`src/smon_defs.vh`:
```
`ifndef SMON_DEFS_VH
`define SMON_DEFS_VH
`define SMON_ADDR_THR1    6'h26
`define SMON_ADDR_THR2    6'h28
`define SMON_ADDR_CNT1    6'h2a
`define SMON_ADDR_CNT2    6'h2c
`define SMON_ADDR_CFG     6'h2e
`define SMON_ADDR_FLAGS   6'h3c
`define SMON_RST_16       16'h0000
`define SMON_THR_MASK     16'hbfff
`define SMON_CNT_MASK     16'h00ff
`define SMON_CFG_MASK     16'hffd7
`define SMON_AUTO_MASK    16'h0013
`define SMON_THR_GT       15
`define SMON_CFG_SRC2_HI  15
`define SMON_CFG_SRC1_HI  11
`define SMON_CFG_ROC2     7
`define SMON_CFG_ROC1     6
`define SMON_CFG_FILT     4
`define SMON_CFG_OEN      2
`define SMON_CFG_POL      1
`define SMON_CFG_LINE     0
`define SMON_FLG_DIAG_LO  10
`define SMON_FLG_ALM2     9
`define SMON_FLG_ALM1     8
`define SMON_FLG_SELFTEST 5
`define SMON_FLG_OVR      4
`define SMON_FLG_SERIAL   3
`define SMON_FLG_CTRLUPD  2
`define SMON_FLG_SUP_HI   1
`define SMON_FLG_SUP_LO   0
`define SMON_SRC_NONE     4'h0
`define SMON_SRC_LAST     4'hb
`endif

```
`src/smon_monitor.v`:
```
`timescale 1ns/1ps
`include "smon_defs.vh"
module smon_monitor (
  // clock and reset
  input  wire        clk,
  input  wire        rst_n,
  // register port from the serial interface
  input  wire [5:0]  reg_addr,
  input  wire        reg_wr,
  input  wire [15:0] reg_wdata,
  input  wire        reg_rd,
  output reg  [15:0] reg_rdata,
  // output update cycle and sample data, 11 channels of 16 bits, channel 1 in low bits
  input  wire         upd,
  input  wire [175:0] raw_data,
  input  wire [175:0] filt_data,
  // error conditions, same clock
  input  wire [5:0]  diag_fail,
  input  wire        selftest_err,
  input  wire        overrange,
  input  wire        serial_fail,
  input  wire        ctrl_upd_fail,
  input  wire        supply_high,
  input  wire        supply_low,
  // other claimants of the auxiliary lines
  input  wire        dready_en,
  input  wire        dready_line,
  input  wire        dready_level,
  input  wire [1:0]  gpio_oe,
  input  wire [1:0]  gpio_out,
  // auxiliary lines
  output reg  [1:0]  aux_out,
  output reg  [1:0]  aux_oe,
  output reg         alarm1_active,
  output reg         alarm2_active
);

  reg [15:0] alarm1_threshold;
  reg [15:0] alarm2_threshold;
  reg [15:0] alarm1_sample_count;
  reg [15:0] alarm2_sample_count;
  reg [15:0] alarm_configuration;
  reg [15:0] error_flags;

  // per-channel rate-of-change state
  reg [15:0] prev [0:1];
  reg        prev_ok [0:1];
  reg [23:0] acc [0:1];
  reg [7:0]  cnt [0:1];
  reg        alm [0:1];

  function [15:0] pick;
    input [3:0]   src;
    input [175:0] bus;
    begin
      if (src == `SMON_SRC_NONE || src > `SMON_SRC_LAST)
        pick = 16'h0000;
      else
        pick = bus[(src - 4'h1) * 16 +: 16];
    end
  endfunction

  // sign extension of a 14-bit sample or magnitude
  function [23:0] ext14;
    input [15:0] v;
    begin
      ext14 = {{10{v[13]}}, v[13:0]};
    end
  endfunction

  // 14-bit two's complement level compared with signed threshold magnitude
  function hit;
    input [15:0] thr;
    input [23:0] val;
    reg signed [23:0] m;
    begin
      m = ext14(thr);
      if (thr[`SMON_THR_GT])
        hit = ($signed(val) > m);
      else
        hit = ($signed(val) < m);
    end
  endfunction

  // a programmed count of zero averages one delta
  function [7:0] ndelta;
    input [7:0] n;
    begin
      if (n == 8'h00)
        ndelta = 8'h01;
      else
        ndelta = n;
    end
  endfunction

  // signed mean of the summed deltas
  function [23:0] mean;
    input [23:0] s;
    input [7:0]  n;
    begin
      mean = $signed(s) / $signed({16'h0000, n});
    end
  endfunction

  wire [175:0] src_bus = alarm_configuration[`SMON_CFG_FILT] ? filt_data : raw_data;
  wire [3:0]  src1 = alarm_configuration[`SMON_CFG_SRC1_HI -: 4];
  wire [3:0]  src2 = alarm_configuration[`SMON_CFG_SRC2_HI -: 4];
  wire [15:0] smp1 = pick(src1, src_bus);
  wire [15:0] smp2 = pick(src2, src_bus);

  wire [15:0] smp [0:1];
  wire [3:0]  srcs [0:1];
  wire        rate_of_change [0:1];
  wire [15:0] thr [0:1];
  wire [7:0]  nds [0:1];
  assign smp[0]  = smp1;
  assign smp[1]  = smp2;
  assign srcs[0] = src1;
  assign srcs[1] = src2;
  assign rate_of_change[0]  = alarm_configuration[`SMON_CFG_ROC1];
  assign rate_of_change[1]  = alarm_configuration[`SMON_CFG_ROC2];
  assign thr[0]  = alarm1_threshold;
  assign thr[1]  = alarm2_threshold;
  assign nds[0]  = alarm1_sample_count[7:0];
  assign nds[1]  = alarm2_sample_count[7:0];

  // per-channel delta sum, divisor and mean
  wire [23:0] sum [0:1];
  wire [7:0]  div [0:1];
  wire [23:0] avg [0:1];
  wire        lvl_hit [0:1];
  wire        roc_hit [0:1];
  assign sum[0]     = acc[0] + ext14(smp[0]) - ext14(prev[0]);
  assign sum[1]     = acc[1] + ext14(smp[1]) - ext14(prev[1]);
  assign div[0]     = ndelta(nds[0]);
  assign div[1]     = ndelta(nds[1]);
  assign avg[0]     = mean(sum[0], div[0]);
  assign avg[1]     = mean(sum[1], div[1]);
  assign lvl_hit[0] = hit(thr[0], ext14(smp[0]));
  assign lvl_hit[1] = hit(thr[1], ext14(smp[1]));
  assign roc_hit[0] = hit(thr[0], avg[0]);
  assign roc_hit[1] = hit(thr[1], avg[1]);

  reg [15:0] next_prev    [0:1];
  reg        next_prev_ok [0:1];
  reg [23:0] next_acc     [0:1];
  reg [7:0]  next_cnt     [0:1];
  reg        next_alm     [0:1];
  integer    i;
  integer    c;

  always @* begin
    for (i = 0; i < 2; i = i + 1) begin
      next_prev[i]    = prev[i];
      next_prev_ok[i] = prev_ok[i];
      next_acc[i]     = acc[i];
      next_cnt[i]     = cnt[i];
      next_alm[i]     = alm[i];
      if (upd) begin
        next_prev[i] = smp[i];
        if (srcs[i] == `SMON_SRC_NONE) begin
          next_alm[i]     = 1'b0;
          next_prev_ok[i] = 1'b0;
          next_acc[i]     = 24'h000000;
          next_cnt[i]     = 8'h00;
        end else if (!rate_of_change[i]) begin
          // static compare; rate history restarts on a later switch
          next_alm[i]     = lvl_hit[i];
          next_prev_ok[i] = 1'b0;
          next_acc[i]     = 24'h000000;
          next_cnt[i]     = 8'h00;
        end else if (!prev_ok[i]) begin
          next_prev_ok[i] = 1'b1;
        end else if (cnt[i] + 8'h01 >= div[i]) begin
          next_alm[i] = roc_hit[i];
          next_acc[i] = 24'h000000;
          next_cnt[i] = 8'h00;
        end else begin
          next_acc[i] = sum[i];
          next_cnt[i] = cnt[i] + 8'h01;
        end
      end
    end
  end

  always @(posedge clk or negedge rst_n) begin
    if (!rst_n) begin
      for (c = 0; c < 2; c = c + 1) begin
        prev[c]    <= 16'h0000;
        prev_ok[c] <= 1'b0;
        acc[c]     <= 24'h000000;
        cnt[c]     <= 8'h00;
        alm[c]     <= 1'b0;
      end
    end else begin
      for (c = 0; c < 2; c = c + 1) begin
        prev[c]    <= next_prev[c];
        prev_ok[c] <= next_prev_ok[c];
        acc[c]     <= next_acc[c];
        cnt[c]     <= next_cnt[c];
        alm[c]     <= next_alm[c];
      end
    end
  end

  // conditions mapped onto the flag layout
  wire [15:0] cond;
  assign cond[15:`SMON_FLG_DIAG_LO] = diag_fail;
  assign cond[`SMON_FLG_ALM2]       = alm[1];
  assign cond[`SMON_FLG_ALM1]       = alm[0];
  assign cond[7:6]                  = 2'b00;
  assign cond[`SMON_FLG_SELFTEST]   = selftest_err;
  assign cond[`SMON_FLG_OVR]        = overrange;
  assign cond[`SMON_FLG_SERIAL]     = serial_fail;
  assign cond[`SMON_FLG_CTRLUPD]    = ctrl_upd_fail;
  assign cond[`SMON_FLG_SUP_HI]     = supply_high;
  assign cond[`SMON_FLG_SUP_LO]     = supply_low;
  wire [15:0] auto_mask = `SMON_AUTO_MASK;
  wire        rd_flags  = reg_rd && (reg_addr == `SMON_ADDR_FLAGS);
  reg  [15:0] next_error_flags;

  always @* begin
    next_error_flags = error_flags;
    if (rd_flags)
      next_error_flags = 16'h0000;
    if (upd)
      next_error_flags = next_error_flags & ~auto_mask;
    // persisting errors set again at update; set wins over clear
    if (upd)
      next_error_flags = next_error_flags | cond;
  end

  always @(posedge clk or negedge rst_n) begin
    if (!rst_n) begin
      error_flags <= `SMON_RST_16;
    end else begin
      error_flags <= next_error_flags;
    end
  end

  // register writes; unused bits masked
  always @(posedge clk or negedge rst_n) begin
    if (!rst_n) begin
      alarm1_threshold    <= `SMON_RST_16;
      alarm2_threshold    <= `SMON_RST_16;
      alarm1_sample_count <= `SMON_RST_16;
      alarm2_sample_count <= `SMON_RST_16;
      alarm_configuration <= `SMON_RST_16;
    end else if (reg_wr) begin
      case (reg_addr)
        `SMON_ADDR_THR1: alarm1_threshold    <= reg_wdata & `SMON_THR_MASK;
        `SMON_ADDR_THR2: alarm2_threshold    <= reg_wdata & `SMON_THR_MASK;
        `SMON_ADDR_CNT1: alarm1_sample_count <= reg_wdata & `SMON_CNT_MASK;
        `SMON_ADDR_CNT2: alarm2_sample_count <= reg_wdata & `SMON_CNT_MASK;
        `SMON_ADDR_CFG:  alarm_configuration <= reg_wdata & `SMON_CFG_MASK;
        default: ;
      endcase
    end
  end

  // read data registered, returns contents before the clear
  reg [15:0] next_reg_rdata;

  always @* begin
    next_reg_rdata = reg_rdata;
    if (reg_rd) begin
      case (reg_addr)
        `SMON_ADDR_THR1:  next_reg_rdata = alarm1_threshold;
        `SMON_ADDR_THR2:  next_reg_rdata = alarm2_threshold;
        `SMON_ADDR_CNT1:  next_reg_rdata = alarm1_sample_count;
        `SMON_ADDR_CNT2:  next_reg_rdata = alarm2_sample_count;
        `SMON_ADDR_CFG:   next_reg_rdata = alarm_configuration;
        `SMON_ADDR_FLAGS: next_reg_rdata = error_flags;
        default:          next_reg_rdata = 16'h0000;
      endcase
    end
  end

  always @(posedge clk or negedge rst_n) begin
    if (!rst_n) begin
      reg_rdata <= `SMON_RST_16;
    end else begin
      reg_rdata <= next_reg_rdata;
    end
  end

  // auxiliary line drive
  wire       any_alm  = alm[0] | alm[1];
  wire       alm_en   = alarm_configuration[`SMON_CFG_OEN];
  wire       alm_lvl  = alarm_configuration[`SMON_CFG_POL] ? any_alm : ~any_alm;
  wire       alm_line = alarm_configuration[`SMON_CFG_LINE];
  reg  [1:0] next_aux_out;
  reg  [1:0] next_aux_oe;
  integer    k;

  always @* begin
    next_aux_oe  = 2'b00;
    next_aux_out = 2'b00;
    for (k = 0; k < 2; k = k + 1) begin
      // data-ready first, alarm second, general-purpose last
      if (dready_en && (dready_line == k[0])) begin
        next_aux_oe[k]  = 1'b1;
        next_aux_out[k] = dready_level;
      end else if (alm_en && (alm_line == k[0])) begin
        next_aux_oe[k]  = 1'b1;
        next_aux_out[k] = alm_lvl;
      end else begin
        next_aux_oe[k]  = gpio_oe[k];
        next_aux_out[k] = gpio_out[k];
      end
    end
  end

  always @(posedge clk or negedge rst_n) begin
    if (!rst_n) begin
      aux_out       <= 2'b00;
      aux_oe        <= 2'b00;
      alarm1_active <= 1'b0;
      alarm2_active <= 1'b0;
    end else begin
      aux_out       <= next_aux_out;
      aux_oe        <= next_aux_oe;
      alarm1_active <= alm[0];
      alarm2_active <= alm[1];
    end
  end

endmodule // smon_monitor

```
`config.mk`:
```
export PLATFORM = sky130hd
export DESIGN_NAME = smon_monitor
export DESIGN_NICKNAME = d
export VERILOG_FILES = /design/src/smon_monitor.v
export VERILOG_INCLUDE_DIRS = /design/src
export SDC_FILE = /design/constraint.sdc
export NUM_CORES = 2
export LEC_CHECK = 0
export BUFFER_PORTS_ARGS = -buffer_cell sky130_fd_sc_hd__clkbuf_2
export CAP_MARGIN = 25
export CELL_PAD_IN_SITES_DETAIL_PLACEMENT = 1
export CELL_PAD_IN_SITES_GLOBAL_PLACEMENT = 1
export CORE_UTILIZATION = 50
export DETAILED_ROUTE_END_ITERATION = 16
export MAX_ROUTING_LAYER = met4
export PLACE_DENSITY = 0.9
export SETUP_SLACK_MARGIN = 0.15
export SLEW_MARGIN = 20
export SYNTH_ARGS = -nofsm -noshare
export SYNTH_HDL_FRONTEND = slang
export SYNTH_SLANG_ARGS = --single-unit
```
`constraint.sdc`:
```
create_clock -name clk -period 206.4 [get_ports clk]
set_clock_uncertainty 0.15 [all_clocks]
set_input_delay 0 -clock clk [delete_from_list [all_inputs] [get_ports clk]]
set_output_delay 0 -clock clk [all_outputs]
set_load 0.02 [all_outputs]
```
* After elaboration in Yosys (flattened, before gate mapping)
Cells that the tools add are included.
** Word-level totals
- Register bits :: 194
- Input bits :: 398
- Output and inout port bits :: 22
- Word-level logic and storage cells :: 130
** Cells by class
- $add $sub $neg :: 8
- Divide/modulo/power cells :: 2
- $lt $le $gt $ge :: 12
- Eq/ne operators :: 10
- Shift operators :: 2
- Muxes and demuxes :: 50
- Bitwise logic cells :: 5
- Reduce and logical (&&, ||, !) cells :: 20
** Operators by type and width (count)
- $shiftx 176x33->14 :: 2
- $mux 24 :: 8
- $mux 176 :: 1
- $pmux 16 s6 :: 1
- $mux 8 :: 10
- $add 24x24->24 :: 2
- $div 24x9->24 :: 2
- $gt 24x14->1 :: 2
- $lt 24x14->1 :: 2
- $sub 24x24->24 :: 2
- $eq 6x6->1 const B :: 6
- $mux 16 :: 2
- $gt 14x14->1 :: 2
- $lt 14x14->1 :: 2
- $mux 14 :: 2
- $mux 1 :: 25
- $add 8x1->8 const B :: 2
- $ge 8x8->1 :: 2
- $logic_not 8->1 :: 2
- $or 16x16->16 :: 1
- $reduce_and 2->1 :: 7
- $ne 3x1->1 const B :: 4
- $sub 4x1->5 const B :: 2
- $gt 4x4->1 const B :: 2
- 7 further kinds :: 16

* Depth between registers and ports, before layout
- Depth in word-level cells :: 12
- Depth in mapped cells :: 369
- Mapped depth without buffers :: 336

* Worst setup path before layout
No wires, ideal clock.
- Path type :: reg-to-reg
- Start point :: reg alarm_configuration[8]
- End point :: reg alm[1] (netlist name)
- Arrival :: 68.478 ns
- Data required time :: 206.167 ns
- Path slack :: 137.690 ns
- Cell stages (with the launch flop) :: 352
- Buffers on the path :: 34
- Clock period less this slack :: 68.710 ns
- Cell sequence :: dfrtp_1 > clkbuf_1 > clkbuf_1 > clkbuf_1 > inv_1 > clkbuf_1 > ha_1 > clkbuf_1 > clkbuf_1 > clkbuf_1 > mux4_2 > a211oi_1 > a21oi_1 > nor2_1 > fa_1 > ha_1 > buf_2 > a21o_1 > (+316 left out) > inv_1 > nand4_1 > or2_2 > o21ai_0 > xnor2_1 > ha_1 > a21o_1 > a21oi_1 > nor2b_1 > o21ai_0 > nand2b_1 > a21oi_1 > nand3_1 > a21oi_1 > a31oi_1 > nand2_1 > o21ai_0 > o21ai_0
** On the way
- Word-level cells in the longest chain between the ends :: 12
- Elaborated cells on any way between the ends :: 22
- Those cells by class :: add/sub (3); div (1); order compare (5); eq/ne (2); shift (1); mux (7); reduce/logical (3)
** Ends and longest elaborated chain
- start, declared :: RTL line smon_monitor.v:42 : reg [15:0] alarm_configuration;
- start signal, assigned :: RTL line smon_monitor.v:248 : alarm_configuration <= `SMON_RST_16;
- start signal, assigned :: RTL line smon_monitor.v:255 : `SMON_ADDR_CFG: alarm_configuration <= reg_wdata & `SMON_CFG_MASK;
- $sub 4x1->5 (tied with other cells) :: RTL line smon_monitor.v:59 : pick = bus[(src - 4'h1) * 16 +: 16];
- $shiftx 176x33->14 / $logic_or 1x1->1 (equally long branches)
- $mux 14 * :: RTL line smon_monitor.v:56 : if (src == `SMON_SRC_NONE || src > `SMON_SRC_LAST)
- via smp1[6] :: RTL line smon_monitor.v:108 : wire [15:0] smp1 = pick(src1, src_bus);
- $add 24x24->24 :: RTL line smon_monitor.v:133 : assign sum[0] = acc[0] + ext14(smp[0]) - ext14(prev[0]);
- $sub 24x24->24 :: RTL line smon_monitor.v:133
- $div 24x9->24 :: RTL line smon_monitor.v:101 : mean = $signed(s) / $signed({16'h0000, n});
- $lt 24x14->1 / $gt 24x14->1 (equally long branches) :: RTL line smon_monitor.v:81, smon_monitor.v:79
- $mux 1 :: RTL line smon_monitor.v:78 : if (thr[`SMON_THR_GT])
- $mux 1 :: RTL line smon_monitor.v:174 : end else if (cnt[i] + 8'h01 >= div[i]) begin
- $mux 1 :: RTL line smon_monitor.v:172 : end else if (!prev_ok[i]) begin
- $mux 1 * :: RTL line smon_monitor.v:166 : end else if (!rate_of_change[i]) begin
- $mux 1 * :: RTL line smon_monitor.v:161 : if (srcs[i] == `SMON_SRC_NONE) begin
- end signal, assigned by index :: RTL line smon_monitor.v:201 : alm[c] <= next_alm[c];
- end, declared :: RTL line smon_monitor.v:50 : reg alm [0:1];
The timed path passes the listed nets; every way through them passes the cells marked *. The select of a mux whose other input is x is not followed.
A chain may end at the register's enable or synchronous reset.

* Final worst setup path
- Start point :: reg alarm_configuration[12]
- End point :: reg alm[0] (netlist name)
** On the way
- Word-level cells in the longest chain between the ends :: 12
- Elaborated cells on any way between the ends :: 22
- Those cells by class :: add/sub (3); div (1); order compare (5); eq/ne (2); shift (1); mux (7); reduce/logical (3)
** Ends and longest elaborated chain
- $sub 4x1->5 (tied with other cells) :: RTL line smon_monitor.v:59
- $shiftx 176x33->14 / $logic_or 1x1->1 (equally long branches)
- $mux 14 * :: RTL line smon_monitor.v:56
- via smp2[2] :: RTL line smon_monitor.v:109 : wire [15:0] smp2 = pick(src2, src_bus);
- $add 24x24->24 :: RTL line smon_monitor.v:134 : assign sum[1] = acc[1] + ext14(smp[1]) - ext14(prev[1]);
- $sub 24x24->24 :: RTL line smon_monitor.v:134
- $div 24x9->24 :: RTL line smon_monitor.v:101
- $lt 24x14->1 / $gt 24x14->1 (equally long branches) :: RTL line smon_monitor.v:81, smon_monitor.v:79
- $mux 1 :: RTL line smon_monitor.v:78
- $mux 1 :: RTL line smon_monitor.v:174
- $mux 1 :: RTL line smon_monitor.v:172
- $mux 1 * :: RTL line smon_monitor.v:166
- $mux 1 * :: RTL line smon_monitor.v:161
Marked as above.

==> metrics.md <==
| Metric | Value |
|---|---|
| Maximum fanout along the worst path | 72 |
| Largest net degree at the start of global routing | 75 |
| First-pass DRT Iterations | 7 |
| Remaining Overflow, GRT | 0 |
| Worst min-delay path class | primary input to flop |
| Total Neg Setup Slack | 0 ps |
| Distinct cells, synth | 128 |
| Final period util | 39.1% |
| Vias | 48,284 |
| Slew headroom | 30.2% |
| Layout cells sized above 1 | about 14% |
| Crit path DAT | 80,860 ps |
| Share of the synthesized area in the top cell type | between 10% and 20% |
| Final wirelength | between 150,000 and 200,000 um |
| Clock root buffer | clkbuf_16 |
| Initial antenna violation count | 23 |
| Wire per inst | 25.5 um |
| Die X | 295 um |
| Fin. max-slew vios | 0 |
| Type of the worst setup path | flop to flop |
| Ys async rst share | 100% |
| Mux contribution to synthesized area | 11.2% |
| Max clock buf depth | 2 |
| Final setup fails | 0 |
| Routability cong. | 1.10 |
| Critical-path top delay cell | nor2_1 |
| CTS tree | done |
| Max Cap Viol | 0 |
| Most instantiated cells after synthesis | nand2_1, ha_1, nor2_1 |
| Crit path top cell by count | o21a_1 |
| Clock transition at the registers of the reported paths | about 80 ps |
| First-pass GRT wire length | 280,000 um |
| Full die area | 87,200 um2 |
| Post-synth EDFFs | 0 |
| Fin. Hold Viols | 0 |
| Register bit total from synthesis | 192 |
| Top_reg_cell synth | dfrtp_1 |
| Number of fill cells in the layout | 10,944 |
| Global Route Usage Sum | 42.0% |
| Synth Area in Simple Gates | 22.7% |
| Area leader, netlist | ha_1 |
| Synth Area in XOR/XNOR | 5.52% |
| Die Y | 295 um |
| Critical Path Start Type | flop |
| Number of remaining DRC errors | 0 |
| Worst-skew pair later-pin latency | 480 ps |
| Status | completed |
| Fmax | 0.0124 GHz |
| Largest family of logic cells by synthesized area | compound AO/OA/AOI/OAI gates |
| Cell Area, Synth | 43,000 um2 |
| Layout area overhead | 9.71% |
| Nets@finish | 6,885 |
| Setup bufs post-CTS | 0 |
| Vias per cell | 6.76 |
| IO Pins | 420 |
| FP Rows | 107 |
| Synth Instances | 5,671 |
| RSZ-0062 raised after global routing | false |
| H-tree depth | 4 |
| Synth Area in Compound Gates | roughly 28% |
| CTS buffer count | 17 |
| Initial DRC Count | 3,857 |
| CP required | around 210,000 ps |
| Number of port buffers | 375 |
| Ranking of synthesized cells by area | ha_1, dfrtp_1, nand2_1 |
| Post-Synth Adder-Cell Area | 16.2% |
| Worst Tran Pin Value | 1040 ps |
| Sequential area share after synthesis | between 10% and 20% |
| Post-DRT Antenna Nets | 0 |
| Initial Utilization | roughly 50% |
| Synth warn | 0 |
| Post-DP HPWL | approximately 150,000 um |
| Most common cell in the netlist | nand2_1 |
| Critical Path End Type | flop |
| Final min period | ~80,000 ps |
| Core area | about 85,000 um2 |
| Worst path max stage delay | 850 ps |
| Vias in the first global route | 49,075 |
| Clock sinks | 192 |
| Synthesized Nets | between 6,000 and 7,000 |
| Synthesized area per cell | approximately 7.6 um2 |
[path summary, 6_finish.rpt]
check,start,to,slack (ps),depth (start not counted)
setup / recovery,alarm_configuration[12],alm[0],125770,325
hold / removal,upd,prev[29],70,3
setup reg to reg,alarm_configuration[12],alm[0],125770,325
hold reg to reg,acc[40],acc[40],340,2
max in group asynchronous,rst_n,alarm_configuration[4],204100,4
min in group asynchronous,rst_n,cnt[1],500,3
[registers in the layout, summed over array words and instances (netlist names)]
register and cells:
alm 2, alarm2_active 1, aux_out 2, prev 28, acc 48, alarm2_sample_count 8
alarm_configuration 14, error_flags 14, alarm1_active 1, alarm2_threshold 15, aux_oe 2, cnt 16
prev_ok 2, reg_rdata 16, alarm1_sample_count 8, alarm1_threshold 15
[routing by layer]
layer	track usage, %	part of all wire [%]
met1	51.3	41
met2	66.6	46
met3	10.3	8.9
met4	15.6	3.9
met5	-	0
[layout make-up]
class	instances	area, um2	share of cell area, %
antenna	30	75.1	0.159
clock buffer	19	443	0.939
clock inverter	12	141	0.300
inverter	319	1200	2.54
multi-input combinational	4940	36200	76.8
sequential	192	4810	10.2
tap	1144	1430	3.03
timing repair buffer	489	2850	6.03
[worst max-delay path, delay by kind of cell (launching register included)]
family / cells / cell delay [ps]
adders and majority gates: 29 / 9220
DFF: 1 / 370
xor gates and xnor gates: 2 / 490
AOI/OAI and AO/OA: 181 / 41790
muxes: 5 / 1510
buffers and inverters: 21 / 3780
and+or+nand+nor: 87 / 22920
[cell usage in the layout (no fill, tap or decap), types with 180 or more instances in the layout]
master / Yosys / final
a21oi_1: 301 / 301
clkbuf_2: 0 / 374
dfrtp_1: 192 / 189
ha_1: 482 / 480
inv_1: 317 / 317
nand2_1: 584 / 584
nor2_1: 394 / 394
nor3_1: 307 / 304
o21a_1: 259 / 259
o21ai_0: 313 / 312
xnor2_1: 182 / 180
[stage by stage]
stage | area (um2) | setup slack (ps) | utilization, % | hold slack, ps | cells
floorplan | 43000 | 137690 | - | -446 | 5671
global placement | 46000 | 130050 | 54.1 | -112 | 7039
detailed placement | 46100 | 127730 | 54.1 | -96.6 | 7040
CTS | 47000 | 127210 | 55.3 | 54.3 | 7112
global route | 47100 | 120540 | 55.4 | 105 | 7137
finish | 47200 | 125770 | 55.4 | 71.3 | 7145
[cell families after synthesis]
family / count (synthesis)
fa+ha+maj: 530
simple gates: 1981
xor+xnor: 271
mux: 380
compound gates: 1778
buf+inv: 539
flops: 192
[timing repair]
| item | 4_1_cts | 5_1_grt |
|---|---|---|
| hold endpoints to repair | 147 | 0 |
| gates resized for setup | 0 | 0 |
| hold buffers | 41 | 0 |
Power is not shown: default switching activity piles up to over one toggle a cycle in this logic, so the estimate is an artifact.
